**src/verilog/lcdh_pkg.sv**
```systemverilog
/*
  Constants and types shared by the LCD host serial port.
  Assumes every user of it imports the whole package.
*/
`default_nettype none

package lcdh_pkg;

  // Positions in the synchroniser vector
  localparam int SY_SCL = 0;
  localparam int SY_SDA = 1;
  localparam int SY_CSN = 2;
  localparam int SY_CSP = 3;
  localparam int SY_A0  = 4;
  localparam int SY_SAL = 5;
  localparam int SY_SAH = 6;
  localparam int SY_BMU = 7;
  localparam int SY_BML = 8;
  localparam int SY_W   = 9;

  // Word and pointer widths
  localparam int BYTE_W = 8;
  localparam int COL_W  = 8;
  localparam int STAT_W = 16;

  // Values after reset
  localparam logic [COL_W-1:0]  COL_RST  = 8'h00;
  localparam logic [BYTE_W-1:0] WORD_RST = 8'h00;

  // Bit counts
  localparam logic [2:0] BIT_LAST = 3'h7;
  localparam logic [3:0] RD_LAST  = 4'hF;

  // Opcodes seen by the port itself
  localparam logic [7:0] STATUS_CMD = 8'hFE;
  localparam logic [3:0] COL_LO_OP  = 4'h0;
  localparam logic [3:0] COL_HI_OP  = 4'h1;

  // Fixed upper part of the two-wire slave address
  localparam logic [3:0] ADDR_PREFIX = 4'h7;

  // Two-wire link phases
  typedef enum logic [7:0] {
    PH_IDLE  = 8'h01,
    PH_ADDR  = 8'h02,
    PH_ACKD  = 8'h04,
    PH_ACKH  = 8'h08,
    PH_RX    = 8'h10,
    PH_TX    = 8'h20,
    PH_TXACK = 8'h40,
    PH_IGN   = 8'h80
  } lcdh_phase_e;

endpackage

`default_nettype wire

```
**src/verilog/lcdh_sync.sv**
```systemverilog
/*
  Two-flop synchroniser for a vector of unrelated pin levels.
  Assumes each bit is a slow level or a clock far below the sampling rate.
*/
`timescale 1ns/10ps
`default_nettype none

module lcdh_sync #(
  parameter int W = 1
) (
  input  wire logic         clock,
  input  wire logic         resetn,
  input  wire logic [W-1:0] d,
  output logic      [W-1:0] q
);

  typedef struct packed {
    logic [W-1:0] meta;
    logic [W-1:0] safe;
  } lcdh_sync_s;

  lcdh_sync_s st_ff;
  lcdh_sync_s nxt_st;

  // First stage feeds only the second
  always_comb begin
    nxt_st      = st_ff;
    nxt_st.meta = d;
    nxt_st.safe = st_ff.meta;
  end

  always_ff @(posedge clock or negedge resetn) begin
    if (!resetn) begin
      st_ff <= '0;
    end else begin
      st_ff <= nxt_st;
    end
  end

  assign q = st_ff.safe;

endmodule

`default_nettype wire

```
**src/verilog/lcdh_host_port.sv**
```systemverilog
/*
  Serial host front end of a graphic LCD controller: 4-line shift link and
  two-wire slave link, both clocked by the host on scl.
  Assumes all pins are asynchronous to clock and scl is far slower than it;
  the board resolves the open-drain data wire from sda_oe.
*/
// Behaviour
// - 4-line link takes data and clock only with chip_select_n low, chip_select_p high.
// - Deselecting the 4-line link clears shift register and bit counter.
// - 4-line byte is display data when cmd_data_select high, else instruction.
// - 4-line data sampled on each rising serial clock outside a status read, MSB first.
// - Eighth serial clock hands the assembled byte on as one parallel word.
// - Column pointer steps by one after every display RAM byte.
// - Status bytes can be read back over the 4-line link.
// - Two-wire transmitters change data only while clock is low.
// - Data falling with clock high is START; rising with clock high is STOP.
// - Addressed receiver holds data low through the ninth clock high phase.
// - Missing master acknowledge stops sending and leaves data released.
// - Slave address is fixed prefix, two strap bits, command/data flag, then read/write bit.
// - Address bits 3 and 2 come from the address strap pins.
// - Foreign address is not acknowledged; rest ignored until next START.
// - Command/data flag of the address byte steers the following bytes.
// - Flag one writes bytes to display RAM and steps the pointer.
// - Flag zero sends bytes to the command decoder.
// - Every byte received by an addressed slave is acknowledged.
// - Two-wire link accepts command and display data writes.
// - Both mode straps low select 4-line; both high select two-wire.
// - chip_select_n is chip select in 4-line, address strap in two-wire.
`timescale 1ns/10ps
`default_nettype none

module lcdh_host_port
  import lcdh_pkg::*;
(
  input  wire logic              clock,
  input  wire logic              resetn,
  input  wire logic              bus_mode_strap_upper,
  input  wire logic              bus_mode_strap_lower,
  input  wire logic              chip_select_n,
  input  wire logic              chip_select_p,
  input  wire logic              cmd_data_select,
  input  wire logic              addr_strap_low,
  input  wire logic              addr_strap_high,
  input  wire logic              scl,
  input  wire logic              sda_in,
  input  wire logic [STAT_W-1:0] status_word,
  output logic                   sda_out,
  output logic                   sda_oe,
  output logic                   word_valid,
  output logic      [BYTE_W-1:0] word_data,
  output logic                   word_is_data,
  output logic      [COL_W-1:0]  col_addr
);

  typedef struct packed {
    lcdh_phase_e       ph;
    logic              scl_q;
    logic              sda_q;
    logic [BYTE_W-1:0] shift;
    logic [2:0]        cnt;
    logic              ad;
    logic              rd;
    logic              half;
    logic              srd;
    logic [3:0]        rd_cnt;
    logic [STAT_W-1:0] tx;
    logic              sdo;
    logic              oe;
    logic              wv;
    logic [BYTE_W-1:0] word;
    logic              isd;
    logic [COL_W-1:0]  col;
  } lcdh_state_s;

  lcdh_state_s st_ff;
  lcdh_state_s nxt_st;
  logic [SY_W-1:0] sy;

  // Every pin level passes two flops before use
  lcdh_sync #(
    .W (SY_W)
  ) u_sync (
    .clock  (clock),
    .resetn (resetn),
    .d      ({bus_mode_strap_lower, bus_mode_strap_upper, addr_strap_high,
              addr_strap_low, cmd_data_select, chip_select_p, chip_select_n,
              sda_in, scl}),
    .q      (sy)
  );

  logic scl_s;
  logic sda_s;
  logic a0_s;
  logic mode_spi;
  logic mode_i2c;
  logic spi_act;
  logic scl_rise;
  logic scl_fall;
  logic start_c;
  logic stop_c;
  logic own_addr;

  // Decoded link conditions
  always_comb begin
    scl_s    = sy[SY_SCL];
    sda_s    = sy[SY_SDA];
    a0_s     = sy[SY_A0];
    mode_spi = !sy[SY_BMU] && !sy[SY_BML];
    mode_i2c = sy[SY_BMU] && sy[SY_BML];
    spi_act  = !sy[SY_CSN] && sy[SY_CSP];
    scl_rise = scl_s && !st_ff.scl_q;
    scl_fall = !scl_s && st_ff.scl_q;
    start_c  = scl_s && st_ff.scl_q && st_ff.sda_q && !sda_s;
    stop_c   = scl_s && st_ff.scl_q && !st_ff.sda_q && sda_s;
  end

  logic              dv;
  logic [BYTE_W-1:0] db;
  logic              disd;
  logic [BYTE_W-1:0] rx_byte;
  logic [STAT_W-1:0] src;

  // Next state of both links
  always_comb begin
    nxt_st       = st_ff;
    nxt_st.scl_q = scl_s;
    nxt_st.sda_q = sda_s;
    nxt_st.wv    = 1'b0;
    dv           = 1'b0;
    db           = WORD_RST;
    disd         = 1'b0;
    rx_byte      = {st_ff.shift[6:0], sda_s};
    src          = st_ff.half ? st_ff.tx : status_word;
    // Pin doubles as low strap; board ties addr_strap_low high to use it
    own_addr     = rx_byte[7:4] == ADDR_PREFIX
                   && rx_byte[3] == sy[SY_SAH]
                   && rx_byte[2] == (sy[SY_SAL] && sy[SY_CSN]);
    if (mode_spi) begin
      nxt_st.ph = PH_IDLE;
      if (!spi_act) begin
        // Half-received byte is thrown away
        nxt_st.shift  = WORD_RST;
        nxt_st.cnt    = '0;
        nxt_st.srd    = 1'b0;
        nxt_st.rd_cnt = '0;
      end else if (scl_rise) begin
        if (st_ff.srd) begin
          nxt_st.rd_cnt = st_ff.rd_cnt + 4'h1;
          if (st_ff.rd_cnt == RD_LAST) begin
            nxt_st.srd = 1'b0;
          end
        end else begin
          nxt_st.shift = rx_byte;
          nxt_st.cnt   = st_ff.cnt + 3'h1;
          if (st_ff.cnt == BIT_LAST) begin
            dv   = 1'b1;
            db   = rx_byte;
            disd = a0_s;
            if (!a0_s && rx_byte == STATUS_CMD) begin
              nxt_st.srd    = 1'b1;
              nxt_st.tx     = status_word;
              nxt_st.rd_cnt = '0;
            end
          end
        end
      end else if (scl_fall && st_ff.srd) begin
        // Status bits leave on the falling edge, host samples on rising
        nxt_st.oe  = 1'b1;
        nxt_st.sdo = st_ff.tx[STAT_W-1];
        nxt_st.tx  = {st_ff.tx[STAT_W-2:0], 1'b0};
      end
      if (!nxt_st.srd) begin
        nxt_st.oe  = 1'b0;
        nxt_st.sdo = 1'b0;
      end
    end else if (mode_i2c) begin
      nxt_st.srd = 1'b0;
      nxt_st.sdo = 1'b0;
      if (start_c) begin
        nxt_st.ph  = PH_ADDR;
        nxt_st.cnt = '0;
        nxt_st.half = 1'b0;
        nxt_st.oe  = 1'b0;
      end else if (stop_c) begin
        nxt_st.ph = PH_IDLE;
        nxt_st.oe = 1'b0;
      end else begin
        case (st_ff.ph)
          PH_ADDR, PH_RX: begin
            if (scl_rise) begin
              nxt_st.shift = rx_byte;
              nxt_st.cnt   = st_ff.cnt + 3'h1;
              if (st_ff.cnt == BIT_LAST) begin
                if (st_ff.ph == PH_RX) begin
                  dv        = 1'b1;
                  db        = rx_byte;
                  disd      = st_ff.ad;
                  nxt_st.ph = PH_ACKD;
                end else if (own_addr) begin
                  nxt_st.ad = rx_byte[1];
                  nxt_st.rd = rx_byte[0];
                  nxt_st.ph = PH_ACKD;
                end else begin
                  nxt_st.ph = PH_IGN;
                end
              end
            end
          end
          PH_ACKD: begin
            // Pull low only once the clock is low again
            if (scl_fall) begin
              nxt_st.oe = 1'b1;
              nxt_st.ph = PH_ACKH;
            end
          end
          PH_ACKH, PH_TXACK: begin
            if (st_ff.ph == PH_TXACK && scl_rise && sda_s) begin
              // High at the ninth rise means no acknowledge: stop, stay released
              nxt_st.ph = PH_IGN;
              nxt_st.rd = 1'b0;
            end else if (scl_fall) begin
              nxt_st.cnt = '0;
              if (st_ff.rd) begin
                // Low half continues from tx, high half reloads status
                nxt_st.oe   = !src[STAT_W-1];
                nxt_st.tx   = {src[STAT_W-2:0], 1'b0};
                nxt_st.cnt  = 3'h1;
                nxt_st.ph   = PH_TX;
              end else begin
                nxt_st.oe = 1'b0;
                nxt_st.ph = PH_RX;
              end
            end
          end
          PH_TX: begin
            if (scl_fall) begin
              if (st_ff.cnt == 3'h0) begin
                nxt_st.oe   = 1'b0;
                nxt_st.half = !st_ff.half;
                nxt_st.ph   = PH_TXACK;
              end else begin
                nxt_st.oe  = !st_ff.tx[STAT_W-1];
                nxt_st.tx  = {st_ff.tx[STAT_W-2:0], 1'b0};
                nxt_st.cnt = st_ff.cnt + 3'h1;
              end
            end
          end
          default: begin
            nxt_st.oe = 1'b0;
          end
        endcase
      end
    end else begin
      // Mixed straps: link parked
      nxt_st.ph  = PH_IDLE;
      nxt_st.oe  = 1'b0;
      nxt_st.sdo = 1'b0;
      nxt_st.srd = 1'b0;
    end
    // Word hand-off and column pointer
    if (dv) begin
      nxt_st.wv   = 1'b1;
      nxt_st.word = db;
      nxt_st.isd  = disd;
      if (disd) begin
        nxt_st.col = st_ff.col + 8'h01;
      end else if (db[7:4] == COL_LO_OP) begin
        nxt_st.col[3:0] = db[3:0];
      end else if (db[7:4] == COL_HI_OP) begin
        nxt_st.col[7:4] = db[3:0];
      end
    end
  end

  // Single state register
  always_ff @(posedge clock or negedge resetn) begin
    if (!resetn) begin
      st_ff     <= '0;
      st_ff.ph  <= PH_IDLE;
      st_ff.col <= COL_RST;
    end else begin
      st_ff <= nxt_st;
    end
  end

  // Outputs straight from the state register
  assign sda_out      = st_ff.sdo;
  assign sda_oe       = st_ff.oe;
  assign word_valid   = st_ff.wv;
  assign word_data    = st_ff.word;
  assign word_is_data = st_ff.isd;
  assign col_addr     = st_ff.col;
endmodule

`default_nettype wire

```
**config.mk**
```make
export PLATFORM = sky130hd
export DESIGN_NAME = lcdh_host_port
export DESIGN_NICKNAME = d
export VERILOG_FILES = /design/src/verilog/lcdh_pkg.sv /design/src/verilog/lcdh_sync.sv /design/src/verilog/lcdh_host_port.sv
export SDC_FILE = /design/constraint.sdc
export NUM_CORES = 1
export LEC_CHECK = 0
export BUFFER_PORTS_ARGS = -buffer_cell sky130_fd_sc_hd__buf_2
export CAP_MARGIN = 20
export CORE_UTILIZATION = 35
export CTS_CLUSTER_DIAMETER = 30
export DETAILED_ROUTE_END_ITERATION = 6
export GPL_TIMING_DRIVEN = 0
export SLEW_MARGIN = 10
export SYNTH_ARGS = -nofsm -noshare
export SYNTH_HDL_FRONTEND = slang
export SYNTH_SLANG_ARGS = --single-unit
```
**constraint.sdc**
```tcl
create_clock -name clock -period 5 [get_ports clock]
set_input_delay 0.25 -clock clock [delete_from_list [all_inputs] [get_ports clock]]
set_output_delay 0.25 -clock clock [all_outputs]
set_load 0.02 [all_outputs]
```
=== Word level (Yosys, flattened, before mapping) ===
Index checks and enable logic that the tools add are counted.

* Flip-flop bits (word level): 82
* Input port bits: 27
* Output and inout bits: 20
* Logic and storage cells: 256

* $add $sub $neg: 3
* Equal/unequal tests: 56
* Muxes and demuxes: 118
* Bitwise gates (word level): 4
* Reduce and logical (&&, ||, !) cells: 55

{| class="wikitable"
|+ Operators with widths
! cell !! count
|-
| $mux W8 || 26
|-
| $mux W16 || 11
|-
| $mux W18 || 4
|-
| $mux W1 || 42
|-
| $mux W21 || 2
|-
| $ne A6 B6 Y1 const B || 7
|-
| $mux W10 || 4
|-
| $ne A3 B3 Y1 const B || 11
|-
| $pmux W16 S2 || 1
|-
| $pmux W8 S4 || 1
|-
| $mux W13 || 2
|-
| $mux W5 || 4
|-
| $ne A4 B4 Y1 const B || 5
|-
| $reduce_and A10 Y1 || 2
|-
| $ne A2 B2 Y1 const B || 9
|-
| $reduce_bool A2 Y1 || 9
|-
| $logic_and A1 B1 Y1 || 17
|-
| $mux W3 || 5
|-
| $mux W7 || 2
|-
| $reduce_and A14 Y1 || 1
|-
| $reduce_and A7 Y1 || 2
|-
| $mux W12 || 1
|-
| $mux W2 || 6
|-
| $mux W4 || 3
|-
| 39 further kinds || 59
|}

=== Longest topological paths before layout ===
* Depth after elaboration: 14
* Mapped depth: 9
* Mapped depth without buffers: 7

=== Cells and area by module ===
A second synthesis with hierarchy kept.

* Cell total of the unflattened synthesis: 452
* Area, all modules: 4548.1 sq um

{| class="wikitable"
|+ By module, submodules not included
! module !! times used !! cells each !! area an instance (sq um)
|-
| lcdh_host_port || 1 || 434 || 4097.7
|-
| lcdh_sync || 1 || 18 || 450.4
|}

=== Worst setup path before layout ===
Ideal clock, no wire load.

* Kind: register to register
* Start: reg st_ff[62] (netlist bit)
* End: reg st_ff[42] (netlist bit)
* Library setup time: 0.128 ns
* Arrival: 2.094 ns
* Path slack: 2.778 ns
* Stages on the path, launching flop included: 6
* Buffers on the path: 1
* Period minus slack after synthesis: 2.222 ns
* Cell sequence: dfrtp_1 > buf_6 > or4_4 > or4_4 > a221oi_2 > mux2_1

* Longest elaborated chain between the ends: 5
* Elaborated cells between the ends (all ways): 16
* Those cells by class: eq/ne (9); mux (1); reduce/logical (6)

{| class="wikitable"
|+ RTL lines
! item !! line !! RTL
|-
| start, declared || lcdh_host_port.sv:75 || <nowiki>lcdh_state_s st_ff;</nowiki>
|-
| start signal, assigned || lcdh_host_port.sv:282 || <nowiki>st_ff <= nxt_st;</nowiki>
|-
| $eq A8 B7 Y1 || lcdh_host_port.sv:188, lcdh_host_port.sv:217 ||
|-
| $logic_and A1 B1 Y1 (2 in series) || lcdh_host_port.sv:217 || <nowiki>if (st_ff.ph == PH_TXACK && scl_rise && sda_s) begin</nowiki>
|-
| $ne A2 B2 Y1 (no line) || -- ||
|-
| $reduce_and A10 Y1 (no line) || -- ||
|}

Several ways; a longest one is shown, not always the timed one.
A chain may end at the register's enable or synchronous reset.

=== Final worst setup path ===
* Start: reg st_ff (netlist bit rx_byte[3])
* End: reg st_ff[42] (netlist bit)

* Longest elaborated chain between the ends: 5

{| class="wikitable"
|+ RTL lines
! item !! line !! RTL
|-
| $eq A1 B1 Y1 || lcdh_host_port.sv:136 || <nowiki>&& rx_byte[3] == sy[SY_SAH]</nowiki>
|-
| $logic_and A1 B1 Y1 || lcdh_host_port.sv:136 ||
|-
| $logic_and A1 B1 Y1 || lcdh_host_port.sv:137 || <nowiki>&& rx_byte[2] == (sy[SY_SAL] && sy[SY_CSN]);</nowiki>
|-
| $ne A2 B2 Y1 (no line) || -- ||
|-
| $reduce_and A10 Y1 (no line) || -- ||
|}

Every way passes these cells.

==> metrics.csv <==
stage,metric,value,unit
synth,ys_seq_area_share,42.6,%
clocking,cts_tree,built,
final_layout,n_fill_cell,1324,
detailed_routing,routed_wl,11500,um
clocking,cts_buffers,9,
synth,synth_top_family_by_area,compound AO/OA/AOI/OAI gates,
clocking,cts-root-buf,clkbuf_16,
synth,yosysWarnings,0,
floorplanning,start_util,36.1,%
floorplanning,coreArea,13300,um2
timing,skew,13.4,ps
final_layout,drive_gt1_share,22.2,%
synth,synth.area.top_cells,"dfrtp_1, mux2i_1, mux2_1",
clocking,cts.path.max_buffers,2,
place,post-place-ws,2340,ps
timing,tightest_slew,1170,ps
worst_setup_path,worstSetupPathType,reg -> reg,
timing,max_freq,365,MHz
status,status,completed,
final_layout,area_delta_synth_final,16.7,%
synth,synth_compound_area_share,17.6,%
final_layout,n_antenna_cell,0,
power_and_ir_drop,worst_ir_drop_vdd,0.000158,V
synth,synth_cells,462,
worst_setup_path,cp_data_arrival_time,2960,ps
floorplanning,ios,47,
worst_setup_path,cp_data_required_time,5220,ps
worst_setup_path,end_kind,flip-flop,
detailed_routing,via_count,3838,
grt,grt_start_max_net_pins,49,
synth,avgSynthCellArea,10.4,um2
synth,synth_nets,496,
grt,overflow,0,
power_and_ir_drop,power_density,285,nW/um2
synth,synth_cell_types,77,
power_and_ir_drop,internal-power,1.19,mW
final_layout,fin_util,42.1,%
timing,period_share,54.8,%
grt,grt_pass1_vias,3790,
clocking,insertion_delay,350,ps
flow_run,max_cap_violations,0,
worst_setup_path,critPathLaunchType,flip-flop,
power_and_ir_drop,comb_power_share,10.5,%
timing,setup_ws,2260,ps
place,io_buffer_count,46,
power_and_ir_drop,leakage,2.61,nW
synth,ys_ff_latch,82,
clocking,cts_htree_levels,3,
worst_setup_path,critical_path.max_stage_delay,940,ps
grt,grt_pass1_wl,19400,um
detailed_routing,initialDrtViolationCount,208,
worst_setup_path,path_cells,"clkbuf_1, xor2_1, a2111oi_1, nand4_1, a221oi_2, mux2_1",
power_and_ir_drop,swShare,25.7,%
place,dp_hpwl,8360,um
place,gp_congestion,0.848,
timing,setup_violations,0,
detailed_routing,routedWlPerCell,16.3,um
synth,synth_mux_area_share,12.8,%
synth,synth_edf_count,0,
worst_setup_path,cp_top_family,compound AO/OA/AOI/OAI gates,
synth,synth_adder_area_share,1.82,%
floorplanning,die_y,119,um
floorplanning,die_x,119,um
power_and_ir_drop,p_seq_share,47.2,%
clocking,cts_num_sinks,82,
worst_setup_path,path_buf_inv,1,
synth,synth_xor_area_share,1.27,%
final_layout,seq_area,2050,um2
worst_hold_path,hp-class,in -> reg,
timing,hold_viol_final,0,
synth,synthSimpleGateAreaFrac,17.3,%
detailed_routing,drt_pre_antenna_iters,4,
synth,synth_top_area_share,42.1,%
timing,rsz0062_at_grt,false,
grt,antenna_found_initial,0,
detailed_routing,drc,0,
timing,slew_violations,0,
power_and_ir_drop,p_clk_share,42.3,%
detailed_routing,routed_via_density,5.46,
detailed_routing,ant_nets,0,
synth,synthArstFlopShare,100,%
timing,min_period,2740,ps
timing,fin_setup_tns,0,ps
timing,maxSlewHeadroom,21.5,%
worst_setup_path,crit_fanout,7,
final_layout,nets,556,
floorplanning,dieArea,14200,um2
worst_setup_path,critPathSlowestCell,a2111oi_1,
floorplanning,num_rows,42,
grt,grt.total_usage,17.2,%
synth,syn_area,4820,um2
clocking,path_clk_slew,60,ps
power_and_ir_drop,power_switching,411,uW
synth,synth_top_cell_by_area,dfrtp_1,
synth,synth_ff_type,dfrtp_1,
final_layout,multi_input_area,2440,um2
==> sequential cells by signal, summed over array words and instances, names as in the netlist, 7 cells and up <==
name / flops
col_addr: 8
rx_byte: 7
st_ff: 37
u_sync.nxt_st: 9
u_sync.q: 9
word_data: 8
==> final cells by class <==
cell class                 count  area share [%]
inverter                      22            1.47
buffer                        38            4.19
clock inverter                 6            1.29
sequential                    82            36.5
multi-input combinational    320            43.5
clock buffer                  10            4.08
timing repair buffer          49            4.99
tap                          176            3.92
==> placed cells by master, fill, tap and decap left out, types with 4 or more instances in the layout <==
cell / instances
a21o_1: 7
a22o_1: 4
xor2_1: 4
clkbuf_16: 9
nand2_1: 34
nand2b_1: 5
a221oi_1: 15
ha_1: 7
and3_1: 5
mux2i_1: 29
dfrtp_1: 81
and3b_1: 5
a31oi_1: 6
o211ai_1: 4
o21ai_1: 5
a211oi_1: 6
nand3_1: 15
nand4_1: 4
o21ai_0: 7
nor2_1: 9
inv_1: 21
buf_4: 19
mux2_4: 6
nor3_1: 13
mux2_1: 20
a21oi_1: 23
nor4_1: 6
nor2b_1: 11
buf_2: 53
nor4_2: 4
clkbuf_1: 10
==> power by group through the flow <==
stage	Clock [mW]	Sequential, mW	Combinational, mW
floorplan	0	0.755	0.115
global placement	0	0.763	0.162
detailed placement	0	0.766	0.168
CTS	0.694	0.754	0.169
global route	0.723	0.762	0.187
finish	0.676	0.756	0.168
==> kinds of logic after synthesis <==
family                     Yosys count
and+or+nand+nor                    137
AOI/OAI and AO/OA                  113
DFF                                 82
buffers and inverters               60
muxes                               56
xor gates and xnor gates             7
adders and majority gates            7
==> per-stage QoR <==
stage          power [mW]  hold slack, ps  instances  cell area (um2)
2_1_floorplan       0.870           -45.6        462             4820
3_3_place_gp        0.926             338        684             5270
3_5_place_dp        0.934             250        685             5300
4_1_cts              1.62            1.42        702             5610
5_1_grt              1.67            2.77        703             5620
6_report             1.60            11.3        703             5620
==> synthesized netlist by cell type, types with 9 or more instances <==
library cell  count
a221oi_1         15
a21oi_1          23
nor2_1            9
nand2_1          34
mux2i_1          29
nand3_1          15
dfrtp_1          81
clkbuf_1          9
nor3_1           13
nor2b_1          11
mux2_1           20
buf_4            18
inv_1            21
==> worst register-to-register path: cells and delay by family (launching register included) <==
kind | cells | cell delay [ps]
xor gates and xnor gates | 1 | 210
DFF | 1 | 360
AOI/OAI and AO/OA | 2 | 1270
and+or+nand+nor | 1 | 220
buffers and inverters | 1 | 220
muxes | 1 | 340
==> layer usage <==
layer | global-route usage (%) | share of wire, %
met5 | 0 | 0
met4 | 7.42 | 2.1
met3 | 2.49 | 2.8
met2 | 25.9 | 46
met1 | 24.5 | 49
==> final timing paths <==
kind,from,end,slack (ps),cells after the start
hold reg to reg,u_sync.nxt_st[4],u_sync.q[4],350,0
setup / recovery,rx_byte[3],st_ff[42],2260,6
setup reg to reg,rx_byte[3],st_ff[42],2260,6
max in group asynchronous,resetn,st_ff[44],4010,3
min in group asynchronous,resetn,rx_byte[6],400,2
hold / removal,scl,u_sync.nxt_st[0],10,1
==> timing repair <==
action                    in CTS  in global routing
hold endpoints to repair      33                  1
resized for setup              0                  0
hold buffers                   1                  1
setup buffers                  0                  0
(Power assumes the default switching activity.)
